## src/mpel_pkg.sv

```systemverilog
// Shared constants, types and register map of the master election block.
package mpel_pkg;

  localparam int MAX_DEV       = 6;
  localparam int ID_W          = 3;
  localparam int CLK_PERIOD_NS = 50;
  localparam int TICK_TIME_NS  = 1000000;
  localparam int TICK_CYCLES   = TICK_TIME_NS / CLK_PERIOD_NS;

  localparam logic [7:0] REG_CTRL   = 8'h00;
  localparam logic [7:0] REG_DELAYA = 8'h04;
  localparam logic [7:0] REG_DELAYB = 8'h08;
  localparam logic [7:0] REG_RESP   = 8'h0C;
  localparam logic [7:0] REG_APP    = 8'h10;
  localparam logic [7:0] REG_PUMPS  = 8'h14;
  localparam logic [7:0] REG_STATUS = 8'h18;

  localparam int CTRL_ARCH_LSB  = 0;
  localparam int CTRL_ROLE_LSB  = 2;
  localparam int CTRL_ENASG_BIT = 4;
  localparam int CTRL_BOOST_BIT = 5;
  localparam int CTRL_ID_LSB    = 8;
  localparam int CTRL_NDEV_LSB  = 12;

  localparam logic [31:0] CTRL_RESET   = 32'h0000_1000;
  localparam logic [31:0] DELAYA_RESET = 32'h000A_000A;
  localparam logic [31:0] DELAYB_RESET = 32'h0064_0000;
  localparam logic [15:0] TICK_ONE     = 16'h0001;

  typedef enum logic [1:0] {
    ARCH_MONO_PUMP,
    ARCH_SINGLE_DRIVE,
    ARCH_MULTI_DRIVES,
    ARCH_MULTI_MASTERS
  } mpel_arch_type;

  typedef enum logic [1:0] {
    ROLE_SLAVE,
    ROLE_MASTER,
    ROLE_MASTER_ONLY,
    ROLE_MASTER_OR_SLAVE
  } mpel_role_type;

  typedef struct packed {
    logic woken;
    logic primed;
    logic filled;
  } mpel_app_type;

  typedef struct packed {
    logic              valid;
    logic [ID_W-1:0]   id;
    logic              claimsMaster;
    logic              primary;
    logic              ready;
    mpel_app_type      app;
  } mpel_link_rx_type;

  typedef struct packed {
    logic [ID_W-1:0]   id;
    logic              claimsMaster;
    logic              primary;
    logic              ready;
    mpel_app_type      app;
  } mpel_link_tx_type;

  typedef struct packed {
    logic [1:0] lead;
    logic [1:0] peer;
    logic [1:0] link;
  } mpel_resp_type;

  typedef struct packed {
    logic antiJam;
    logic priming;
    logic pipeFill;
    logic flowPressMon;
    logic pid;
    logic sleepWake;
    logic friction;
    logic jockey;
    logic feedback;
  } mpel_func_type;

endpackage

```

## src/mpel_delay_timer.sv

```systemverilog
// Tick counter that reports when an armed delay has run out.
`timescale 1ns/1ps
`default_nettype none
module mpel_delay_timer (
  input  wire logic        sys_clk,
  input  wire logic        reset,
  input  wire logic        arm,
  input  wire logic        tick,
  input  wire logic [16:0] limit,
  output logic             done
);
  logic [16:0] count_q;

  always_ff @(posedge sys_clk) begin
    if (reset || !arm) begin
      count_q <= '0;
    end else if (tick && count_q != '1) begin
      count_q <= count_q + 17'h00001;
    end
  end

  assign done = arm && (count_q >= limit);
endmodule
`default_nettype wire

```

## src/mpel_peer_watch.sv

```systemverilog
// Silence watchdog that tracks whether one peer is still heard on the link.
`timescale 1ns/1ps
`default_nettype none
module mpel_peer_watch (
  input  wire logic        sys_clk,
  input  wire logic        reset,
  input  wire logic        enable,
  input  wire logic        rxHit,
  input  wire logic        tick,
  input  wire logic [15:0] timeout,
  output logic             alive
);
  logic [15:0] count_q;
  logic        alive_q;

  always_ff @(posedge sys_clk) begin
    if (reset || !enable) begin
      count_q <= '0;
      alive_q <= 1'b0;
    end else if (rxHit) begin
      count_q <= '0;
      alive_q <= 1'b1;
    end else if (tick && alive_q) begin
      if (count_q >= timeout) begin
        alive_q <= 1'b0;
      end else begin
        count_q <= count_q + mpel_pkg::TICK_ONE;
      end
    end
  end

  assign alive = alive_q;
endmodule
`default_nettype wire

```

## src/mpel_master_election.sv

```systemverilog
// Master election and group supervision for a drive in a linked pump group.
`timescale 1ns/1ps
`default_nettype none
module mpel_master_election #(
  parameter int TICK_CYCLES = mpel_pkg::TICK_CYCLES
) (
  input  wire logic                       sys_clk,
  input  wire logic                       reset,
  input  wire logic [7:0]                 avs_address,
  input  wire logic                       avs_read,
  input  wire logic                       avs_write,
  input  wire logic [31:0]                avs_writedata,
  output logic [31:0]                     avs_readdata,
  output logic                            avs_waitrequest,
  input  wire logic                       runCmd,
  input  wire logic                       systemRunning,
  input  wire logic                       errorNonSystem,
  input  wire logic                       masterEnableIn,
  input  wire logic [3:0]                 availablePumps,
  input  wire logic                       leadPumpAvail,
  input  wire logic                       localPumpCtrl,
  input  wire logic                       primingRequest,
  input  wire mpel_pkg::mpel_app_type     appEvent,
  input  wire mpel_pkg::mpel_link_rx_type linkRx,
  output mpel_pkg::mpel_link_tx_type      linkTx,
  output logic                            masterActiveOut,
  output logic [mpel_pkg::ID_W-1:0]       activeMasterId,
  output logic                            capacityWarning,
  output logic                            leadPumpWarning,
  output logic                            leadPumpError,
  output logic                            peerDeviceWarning,
  output logic                            peerDeviceError,
  output logic                            linkConsistencyError,
  output mpel_pkg::mpel_resp_type         errorResponse,
  output mpel_pkg::mpel_func_type         functionEnable,
  output logic                            primingPumpCtrl
);
  localparam int MD = mpel_pkg::MAX_DEV;
  localparam int IW = mpel_pkg::ID_W;

  logic [31:0]            ctrl_q;
  logic [31:0]            delayA_q;
  logic [31:0]            delayB_q;
  mpel_pkg::mpel_resp_type respCfg_q;
  logic [3:0]             requested_q;
  mpel_pkg::mpel_app_type appState_q;
  logic                   ack_q;
  logic [15:0]            tickCnt_q;
  logic                   tick;
  logic                   actingMaster_q;
  logic                   poweredUp_q;
  logic                   runPrev_q;
  logic                   leadRunning_q;
  logic                   leadLost_q;
  logic                   noneAtRun_q;
  logic                   dupSeen_q;
  logic [MD-1:0]          peerClaims_q;
  logic [MD-1:0]          peerPrimary_q;
  logic [MD-1:0]          peerReady_q;
  mpel_pkg::mpel_app_type peerApp_q [MD];
  logic [MD-1:0]          peerAlive;
  logic [MD-1:0]          rxHit;
  logic [MD-1:0]          expected;

  mpel_pkg::mpel_arch_type arch;
  mpel_pkg::mpel_role_type role;
  logic [IW-1:0]          ownId;
  logic [3:0]             nbDevices;
  logic                   enAssigned;
  logic                   boosterLevelCfg;
  logic                   archMulti;
  logic                   roleCanMaster;
  logic                   qualify;
  logic                   contend;
  logic                   betterMaster;
  logic                   primaryPresent;
  logic                   electDone;
  logic                   devTimerDone;
  logic                   readyTimerDone;
  logic                   devWarn;
  logic                   inconsistent;
  logic                   regWrite;
  logic [16:0]            electLimit;
  logic [IW-1:0]          peerMasterId;

  // Lowest identifier among live peers that claim the master role.
  function automatic logic [IW-1:0] lowestClaim(input logic [MD-1:0] claims);
    logic [IW-1:0] id;
    id = '0;
    for (int i = MD - 1; i >= 0; i--) begin
      if (claims[i]) begin
        id = IW'(i + 1);
      end
    end
    return id;
  endfunction

  assign arch            = mpel_pkg::mpel_arch_type'(ctrl_q[mpel_pkg::CTRL_ARCH_LSB +: 2]);
  assign role            = mpel_pkg::mpel_role_type'(ctrl_q[mpel_pkg::CTRL_ROLE_LSB +: 2]);
  assign enAssigned      = ctrl_q[mpel_pkg::CTRL_ENASG_BIT];
  assign boosterLevelCfg = ctrl_q[mpel_pkg::CTRL_BOOST_BIT];
  assign ownId           = ctrl_q[mpel_pkg::CTRL_ID_LSB +: IW];
  assign nbDevices       = ctrl_q[mpel_pkg::CTRL_NDEV_LSB +: 4];
  assign archMulti       = (arch == mpel_pkg::ARCH_MULTI_DRIVES) ||
                           (arch == mpel_pkg::ARCH_MULTI_MASTERS);

  // Bus slave: one wait cycle, then the access completes.
  assign avs_waitrequest = (avs_read || avs_write) && !ack_q;
  assign regWrite        = avs_write && ack_q;

  always_ff @(posedge sys_clk) begin
    if (reset) begin
      ack_q <= 1'b0;
    end else begin
      ack_q <= (avs_read || avs_write) && !ack_q;
    end
  end

  always_ff @(posedge sys_clk) begin
    if (reset) begin
      ctrl_q      <= mpel_pkg::CTRL_RESET;
      delayA_q    <= mpel_pkg::DELAYA_RESET;
      delayB_q    <= mpel_pkg::DELAYB_RESET;
      respCfg_q   <= '0;
      requested_q <= '0;
    end else if (regWrite) begin
      unique case (avs_address)
        mpel_pkg::REG_CTRL:   ctrl_q      <= avs_writedata;
        mpel_pkg::REG_DELAYA: delayA_q    <= avs_writedata;
        mpel_pkg::REG_DELAYB: delayB_q    <= avs_writedata;
        mpel_pkg::REG_RESP:   respCfg_q   <= avs_writedata[5:0];
        mpel_pkg::REG_PUMPS:  requested_q <= avs_writedata[3:0];
        default: ;
      endcase
    end
  end

  always_ff @(posedge sys_clk) begin
    if (reset) begin
      avs_readdata <= '0;
    end else if (avs_read && !ack_q) begin
      unique case (avs_address)
        mpel_pkg::REG_CTRL:   avs_readdata <= ctrl_q;
        mpel_pkg::REG_DELAYA: avs_readdata <= delayA_q;
        mpel_pkg::REG_DELAYB: avs_readdata <= delayB_q;
        mpel_pkg::REG_RESP:   avs_readdata <= {26'h0, respCfg_q};
        mpel_pkg::REG_APP:    avs_readdata <= {29'h0, appState_q};
        mpel_pkg::REG_PUMPS:  avs_readdata <= {28'h0, requested_q};
        mpel_pkg::REG_STATUS: avs_readdata <= {15'h0, peerAlive, 1'b0, activeMasterId,
                                               linkConsistencyError, peerDeviceError,
                                               peerDeviceWarning, leadPumpError,
                                               leadPumpWarning, capacityWarning,
                                               actingMaster_q};
        default:              avs_readdata <= '0;
      endcase
    end
  end

  // Time base for all configured delays.
  always_ff @(posedge sys_clk) begin
    if (reset || tick) begin
      tickCnt_q <= '0;
    end else begin
      tickCnt_q <= tickCnt_q + mpel_pkg::TICK_ONE;
    end
  end
  assign tick = (tickCnt_q == 16'(TICK_CYCLES - 1));

  // Peer table, fed by every frame received over the link whose identifier is 1 to MD and not ownId.
  always_ff @(posedge sys_clk) begin
    if (reset) begin
      peerClaims_q  <= '0;
      peerPrimary_q <= '0;
      peerReady_q   <= '0;
      for (int i = 0; i < MD; i++) begin
        peerApp_q[i] <= '0;
      end
    end else begin
      for (int i = 0; i < MD; i++) begin
        if (rxHit[i]) begin
          peerClaims_q[i]  <= linkRx.claimsMaster;
          peerPrimary_q[i] <= linkRx.primary;
          peerReady_q[i]   <= linkRx.ready;
          peerApp_q[i]     <= linkRx.app;
        end
      end
    end
  end

  for (genvar g = 0; g < MD; g++) begin : g_peer
    assign rxHit[g]    = linkRx.valid && (linkRx.id == IW'(g + 1)) && (ownId != IW'(g + 1));
    assign expected[g] = (4'(g + 1) <= nbDevices) && (ownId != IW'(g + 1));
    mpel_peer_watch u_watch (
      .sys_clk (sys_clk),
      .reset   (reset),
      .enable  (archMulti),
      .rxHit   (rxHit[g]),
      .tick    (tick),
      .timeout (delayB_q[31:16]),
      .alive   (peerAlive[g])
    );
  end

  // Election conditions and arbitration between live candidates.
  always_comb begin
    roleCanMaster = ((role == mpel_pkg::ROLE_MASTER) && (arch == mpel_pkg::ARCH_MULTI_DRIVES)) ||
                    (((role == mpel_pkg::ROLE_MASTER_ONLY) ||
                      (role == mpel_pkg::ROLE_MASTER_OR_SLAVE)) &&
                     (arch == mpel_pkg::ARCH_MULTI_MASTERS));
    betterMaster  = 1'b0;
    for (int i = 0; i < MD; i++) begin
      if (peerAlive[i] && peerClaims_q[i] &&
          ((peerPrimary_q[i] && role != mpel_pkg::ROLE_MASTER_ONLY) ||
           ((peerPrimary_q[i] == (role == mpel_pkg::ROLE_MASTER_ONLY)) &&
            (IW'(i + 1) < ownId)))) begin
        betterMaster = 1'b1;
      end
    end
  end

  assign primaryPresent = |(peerAlive & peerPrimary_q);
  assign qualify = runCmd && !errorNonSystem && (!enAssigned || masterEnableIn) &&
                   roleCanMaster;
  assign contend = qualify && !betterMaster &&
                   !((role == mpel_pkg::ROLE_MASTER_OR_SLAVE) && primaryPresent);
  assign electLimit = poweredUp_q ? {1'b0, delayA_q[31:16]} : {1'b0, delayA_q[15:0]};

  mpel_delay_timer u_elect (
    .sys_clk (sys_clk),
    .reset   (reset),
    .arm     (contend && !actingMaster_q),
    .tick    (tick),
    .limit   (electLimit),
    .done    (electDone)
  );

  always_ff @(posedge sys_clk) begin
    if (reset) begin
      actingMaster_q <= 1'b0;
      poweredUp_q    <= 1'b0;
    end else if (!contend) begin
      actingMaster_q <= 1'b0;
    end else if (electDone) begin
      actingMaster_q <= 1'b1;
      poweredUp_q    <= 1'b1;
    end
  end

  assign peerMasterId = lowestClaim(peerAlive & peerClaims_q);

  always_ff @(posedge sys_clk) begin
    if (reset) begin
      masterActiveOut <= 1'b0;
      activeMasterId  <= '0;
    end else begin
      masterActiveOut <= actingMaster_q;
      activeMasterId  <= actingMaster_q ? ownId : peerMasterId;
    end
  end

  // Application status follows the acting master and survives a handover.
  always_ff @(posedge sys_clk) begin
    if (reset) begin
      appState_q <= '0;
    end else if (actingMaster_q) begin
      appState_q <= ((regWrite && avs_address == mpel_pkg::REG_APP) ?
                     mpel_pkg::mpel_app_type'(avs_writedata[2:0]) : appState_q) | appEvent;
    end else if (peerMasterId != '0 && rxHit[peerMasterId - IW'(1)]) begin
      appState_q <= linkRx.app;
    end
  end

  always_ff @(posedge sys_clk) begin
    if (reset) begin
      linkTx <= '0;
    end else begin
      linkTx.id           <= ownId;
      linkTx.claimsMaster <= actingMaster_q;
      linkTx.primary      <= (role == mpel_pkg::ROLE_MASTER_ONLY);
      linkTx.ready        <= runCmd && !errorNonSystem;
      linkTx.app          <= appState_q;
    end
  end

  // Lead pump supervision for the single-drive architecture.
  mpel_delay_timer u_ready (
    .sys_clk (sys_clk),
    .reset   (reset),
    .arm     (noneAtRun_q),
    .tick    (tick),
    .limit   ({1'b0, delayB_q[15:0]}),
    .done    (readyTimerDone)
  );

  always_ff @(posedge sys_clk) begin
    if (reset) begin
      runPrev_q     <= 1'b0;
      leadRunning_q <= 1'b0;
      leadLost_q    <= 1'b0;
      noneAtRun_q   <= 1'b0;
      leadPumpError <= 1'b0;
    end else begin
      runPrev_q <= runCmd;
      if (!runCmd || arch != mpel_pkg::ARCH_SINGLE_DRIVE) begin
        leadRunning_q <= 1'b0;
        leadLost_q    <= 1'b0;
        noneAtRun_q   <= 1'b0;
        leadPumpError <= 1'b0;
      end else begin
        leadRunning_q <= leadPumpAvail;
        if (leadRunning_q && !leadPumpAvail) begin
          leadLost_q <= 1'b1;
          if (boosterLevelCfg) begin
            leadPumpError <= 1'b1;
          end
        end
        if (!runPrev_q && !leadPumpAvail) begin
          noneAtRun_q <= 1'b1;
        end else if (leadPumpAvail) begin
          noneAtRun_q <= 1'b0;
        end
        if (readyTimerDone && boosterLevelCfg) begin
          leadPumpError <= 1'b1;
        end
      end
    end
  end

  assign leadPumpWarning = leadLost_q || noneAtRun_q;

  // Device supervision over the link.
  assign devWarn = archMulti && (actingMaster_q ? |(expected & (~peerAlive | ~peerReady_q))
                                                : (peerMasterId == '0));

  mpel_delay_timer u_device (
    .sys_clk (sys_clk),
    .reset   (reset),
    .arm     (devWarn && systemRunning && runCmd && !actingMaster_q),
    .tick    (tick),
    .limit   ({delayA_q[31:16], 1'b1}),
    .done    (devTimerDone)
  );

  assign inconsistent = dupSeen_q ||
                        (actingMaster_q && (peerMasterId != '0)) ||
                        ((peerAlive & peerClaims_q) != '0 &&
                         ((peerAlive & peerClaims_q) & ((peerAlive & peerClaims_q) - 1'b1)) != '0);

  always_ff @(posedge sys_clk) begin
    if (reset) begin
      dupSeen_q            <= 1'b0;
      peerDeviceWarning    <= 1'b0;
      peerDeviceError      <= 1'b0;
      linkConsistencyError <= 1'b0;
      capacityWarning      <= 1'b0;
    end else begin
      dupSeen_q <= runCmd && (dupSeen_q || (linkRx.valid && linkRx.id == ownId && archMulti));
      peerDeviceWarning <= devWarn;
      peerDeviceError   <= devTimerDone && !actingMaster_q;
      linkConsistencyError <= runCmd && (arch == mpel_pkg::ARCH_MULTI_DRIVES) &&
                              (linkConsistencyError || inconsistent);
      capacityWarning <= (arch != mpel_pkg::ARCH_MONO_PUMP) &&
                         ((requested_q > availablePumps) || (availablePumps == 4'h0));
    end
  end

  // Error responses, role-dependent functions and priming control.
  always_ff @(posedge sys_clk) begin
    if (reset) begin
      errorResponse   <= '0;
      functionEnable  <= '0;
      primingPumpCtrl <= 1'b0;
    end else begin
      errorResponse.lead <= leadPumpError ? respCfg_q.lead : 2'h0;
      errorResponse.peer <= peerDeviceError ? respCfg_q.peer : 2'h0;
      errorResponse.link <= linkConsistencyError ? respCfg_q.link : 2'h0;
      functionEnable <= {2'b11, {7{!(archMulti && role == mpel_pkg::ROLE_SLAVE)}}};
      primingPumpCtrl <= primingRequest &&
                         (!archMulti || actingMaster_q || localPumpCtrl);
    end
  end

endmodule
`default_nettype wire

```

## config.mk

```make
export PLATFORM = sky130hd
export DESIGN_NAME = mpel_master_election
export DESIGN_NICKNAME = d
export VERILOG_FILES = /design/src/mpel_pkg.sv /design/src/mpel_delay_timer.sv /design/src/mpel_peer_watch.sv /design/src/mpel_master_election.sv
export SDC_FILE = /design/constraint.sdc
export NUM_CORES = 1
export LEC_CHECK = 0
export ABC_AREA = 1
export BUFFER_PORTS_ARGS = -buffer_cell sky130_fd_sc_hd__buf_4
export CORE_MARGIN = 3
export CORE_UTILIZATION = 45
export CTS_BUF_LIST = sky130_fd_sc_hd__clkbuf_16
export CTS_CLUSTER_DIAMETER = 150
export DETAILED_ROUTE_END_ITERATION = 6
export GPL_TIMING_DRIVEN = 1
export PLACE_DENSITY = 0.6
export SLEW_MARGIN = 5
export SYNTH_ARGS = -nofsm -noshare
export SYNTH_HDL_FRONTEND = slang
export SYNTH_SLANG_ARGS = --single-unit
```

## constraint.sdc

```tcl
create_clock -name sys_clk -period 4.8 [get_ports sys_clk]
set_input_delay 1.44 -clock sys_clk [delete_from_list [all_inputs] [get_ports sys_clk]]
set_output_delay 1.44 -clock sys_clk [all_outputs]
set_load 0.01 [all_outputs]
```

; ---- Word-level counts from Yosys, hierarchy flattened
; Index checks and enable logic that the tools add are counted.
[classes]
n_lt_le_gt_ge = 23
n_reduce_logical = 181
n_mux = 45
add_sub_neg = 12
eq_ne = 36
bitwise_logic = 18
[op_table]
columns = cell, count
row1 = $pmux W32 S7, 1
row2 = $add A16 B1 Y16 const B, 7
row3 = $ge A16 B16 Y1, 6
row4 = $logic_and A1 B1 Y1, 86
row5 = $add A17 B1 Y17 const B, 3
row6 = $ne A17 B17 Y1 const B, 3
row7 = $reduce_and A2 Y1, 19
row8 = $ge A17 B16 Y1, 2
row9 = $reduce_bool A2 Y1, 17
row10 = $mux W1, 31
row11 = $mux W3, 10
row12 = $logic_or A1 B1 Y1, 25
row13 = $and A6 B6 Y6, 4
row14 = $eq A8 B5 Y1 const B, 3
row15 = $reduce_or A2 Y1, 11
row16 = $ge A17 B17 Y1, 1
row17 = $eq A16 B15 Y1 const B, 1
row18 = $eq A8 B4 Y1 const B, 2
row19 = $mux W16, 1
row20 = $logic_not A1 Y1, 14
row21 = $le A3 B4 Y1 const A, 3
row22 = $not A6 Y6, 2
row23 = $reduce_bool A6 Y1, 2
row24 = $reduce_or A6 Y1, 2
row25 = other kinds (32), 59
[word_totals]
inputBits = 68
reg_bits = 363
out_inout_bits = 68

; ---- Longest topological paths before layout
[logic_depth]
ltp_word = 17
mapped_depth = 15
ltp_nobuf = 15

; ---- Hierarchy
; A second synthesis with hierarchy kept.
[unflattened]
cells_unflattened = 3262
hier_area_um2 = 22325.2
[modules_own_cells]
columns = mod, cells_each, area_each_um2, seq_area_each_um2, n_inst
row1 = mpel_master_election, 1276, 9307.7, 4184.0, 1
row2 = mpel_peer_watch, 224, 1483.9, 340.3, 6
row3 = mpel_delay_timer, 214, 1371.3, 340.3, 3

; ---- Worst setup path after synthesis
; Ideal clock, no wire load.
[synth_timing]
kind = input -> output
from = input avs_write
to = output avs_waitrequest
required_time_ps = 3360
path_stages = 2
setup_slack_ps = 1726
t_arrival_ps = 1634
cell_sequence = nor2_1 -> nor2_1
[synth_via]
elab_chain_len = 2
[synth_rtl]
columns = item, line_no
row1 = from (decl), mpel_master_election.sv:11  ; input wire logic avs_write,
row2 = $logic_or A1 B1 Y1, mpel_master_election.sv:108  ; assign avs_waitrequest = (avs_read || avs_write) && !ack_q;
row3 = $logic_and A1 B1 Y1, mpel_master_election.sv:108
row4 = to (decl), mpel_master_election.sv:14  ; output logic avs_waitrequest,
; No other way between the ends.

; ---- Worst setup path in the final report
; Same ends and word-level chain as after synthesis.

==> flow_summary.yaml <==
power:
  switching_share_pct: 22.6
  p_seq_share_pct: 46.5
  intPower_w: 0.00504
  cellLeakagePower_nw: 9.13
  clkPwrFrac_pct: 50.6
  pwr-share-comb_pct: 2.9
  p_sw_w: 0.00147
  irDropWorstVdd_v: 0.000237
  power_density_nw_per_um2: 276
cells_and_area:
  antennaDiodeCount: 0
  multiInputGateArea_um2: 11800
  regArea_um2: 7250
  final_common_cell: "nand2_1"
  drive_gt1_share_pct: 8.26
  nets: 3218
  fillerInstances: 4477
  mostFrequentLayoutCells: "553 x nand2_1, 362 x dfxtp_1, 351 x a21oi_1"
  area_growth_pct: 13.4
timing:
  fmax_mhz: 302
  finClkSkew_ns: 0.0142
  max_slew.worst_pin.slew_ns: 1.25
  fin_tns_setup_ns: 0
  slew-limit-headroom_pct: 16.3
  fin_crit_sh_pct: 69.0
  holdWs_ns: 0.423
  fin_crit_ns: 3.31
  finalSetupViolations: 0
  finalHoldViolCount: 0
  drv_slew: 0
  rsz0062_at_grt: "no"
die:
  start_util_pct: 45.6
  die-area_um2: 48700
  rows: 78
  die_w_um: 221
  die_h_um: 221
  io_pins: 136
  core-area_um2: 45500
synthesis:
  synth_xor_xnor_area_share_pct: 4.18
  synth_area_um2: 20800
  synth_seq_cells: 362
  synth_edf_count: 0
  synth_fa_ha_area_share_pct: 10.2
  ys.flop_type: "dfxtp_1"
  postSynthCellCount: 2896
  seq_area_frac_synth_pct: 34.9
  synth_compound_area_share_pct: 16.5
  synth_mux_area_share_pct: 0
  yosys.area_share.simple_pct: 25.7
  synth_warnings: 0
  synth_top_family_by_area: "simple AND/OR/NAND/NOR gates"
  synthArstFlopShare_pct: 0
  avgSynthCellArea_um2: 7.17
  synth_cell_types: 49
  synth_nets: 3133
hold_path:
  hold_class: "reg2reg"
  hold_start: "runPrev_q$_SDFF_PP0_"
worst_setup_path:
  crit_path_start_kind: "input pin"
  cp_max_fo: 2
  critical_path_class: "in2out"
  worst_ep_arrival_time_ns: 1.87
  worstPathRequired_ns: 3.36
  end_kind: "primary output"
  startpoint: "avs_write"
  rr_startpoint: "delayB_q[30]$_SDFFE_PP0P_"
outcome:
  status: "finished, final reports clean"
global_routing:
  grt_start_max_net_pins: 57
  grt_pass1_vias: 19000
  grt-ovfl-total: 0
  antenna_found_initial: 1
  grt_pass1_wl_um: 104000
  grt.total_usage_pct: 27.0
clock_tree:
  insertion_delay_ns: 0.57
  h-tree-depth: 2
  cts_hold_buf: 0
  cts_resized: 0
  root_buffer: "clkbuf_16"
  cts_sinks: 362
  cts_buffer_depth: 3
  cts.clk_slew.worst_paths_ns: 0.05
  cts_setup_buffers: 0
  cts_tree: "yes"
  cts_buffers: 43
detailed_routing:
  dr.pass1.iters: 5
  wirelength_um: 66900
  dr.first_iter.drc_count: 1855
  vias: 20200
  avgRoutedWirePerCell_um: 18.5
  post-route-drc-count: 0
  viasPerCell: 5.60
  antenna_left: 0
flow_run:
  cap_violations: 0
placement:
  gp_congestion: 0.917
  hpwlAfterDp_um: 49800
  io_buffers: 135
## path summary, 6_finish.rpt
path	slack, ns	endpoint	cells past startpoint
max	1.49	avs_waitrequest	4
min	0.42	noneAtRun_q$_SDFFE_PP0P_	1
max reg2reg	1.57	g_peer[4].u_watch.count_q[4]$_SDFFE_PP0P_	10
min reg2reg	0.42	noneAtRun_q$_SDFFE_PP0P_	1
## power by group through the flow
stage	registers (W)	clock network, W	logic [W]
after global routing	0.00302	0.00346	0.000208
after global placement	0.00309	0	0.000187
after CTS	0.00302	0.00334	0.000189
final	0.00302	0.00329	0.000191
after floorplan	0.00309	0	0.0000874
after detailed placement	0.00309	0	0.000189
## cell type report
cell class | instances | share of cell area [%]
Clock buffer | 45 | 4.78
Clock inverter | 33 | 1.15
Inverter | 342 | 5.46
Multi-Input combinational cell | 2085 | 49.9
Sequential cell | 362 | 30.8
Tap cell | 600 | 3.19
Timing Repair Buffer | 147 | 4.69
## routing by layer
metal | track usage, % | part of all wire, % | wire, um | vias to the layer above
met5 | 0 | 0.019 | 13 | -
met4 | 9.38 | 3.3 | 2210 | 2
met3 | 4.13 | 5.9 | 3940 | 127
met2 | 45.3 | 47 | 31400 | 637
met1 | 35.5 | 44 | 29400 | 9463
li1 | - | - | - | 10000
## registers in the layout (all words and copies together), names as in the netlist, 9 cells and up
register	count
u_ready.count_q	17
u_device.count_q	17
delayA_q	32
g_peer.u_watch.count_q	96
ctrl_q	32
avs_readdata	32
tickCnt_q	16
u_elect.count_q	17
linkTx	9
delayB_q	32
## Yosys cell counts (all sizes together) (6+ instances only)
master,n,area (um2)
buf,43,244
a211oi,6,45.0
nand4,156,1040
nor4,18,113
nand2,554,2080
o22ai,12,75.1
dfxtp,362,7250
nor3,97,495
o21ai,185,926
clkbuf,64,240
or2,6,37.5
nand3,95,475
a21oi,351,1760
xnor2,26,228
nor3b,7,52.6
inv,341,1280
o211ai,27,203
o2111ai,10,87.6
ha,169,2110
xor2,73,639
o221ai,16,140
nor2,245,990
## kinds of logic after synthesis
kind of cell / count (synthesis)
AO/OA/AOI/OAI: 631
XOR/XNOR: 99
adder cells (fa/ha/maj): 169
buffers and inverters: 449
flip-flops: 362
AND/OR/NAND/NOR: 1186
## metrics by stage
step / worst slack [ns] / cell area, um2 / power [W] / cells / util (%)
3_5_place_dp: 1.03 / 22100 / 0.00328 / 3536 / 48.7
3_3_place_gp: 1.10 / 22100 / 0.00328 / 3536 / 48.7
5_1_grt: 1.32 / 23500 / 0.00669 / 3614 / 51.8
6_report: 1.49 / 23500 / 0.00651 / 3614 / 51.8
2_1_floorplan: 1.73 / 20800 / 0.00318 / 2896 / -
4_1_cts: 1.49 / 23500 / 0.00655 / 3614 / 51.8
## critical path: stages
cell and delay, ns:
buf_4 0.11, nor2_1 0.12, nor2_1 0.06, buf_4 0.14
Power figures use the tool's default switching activity.
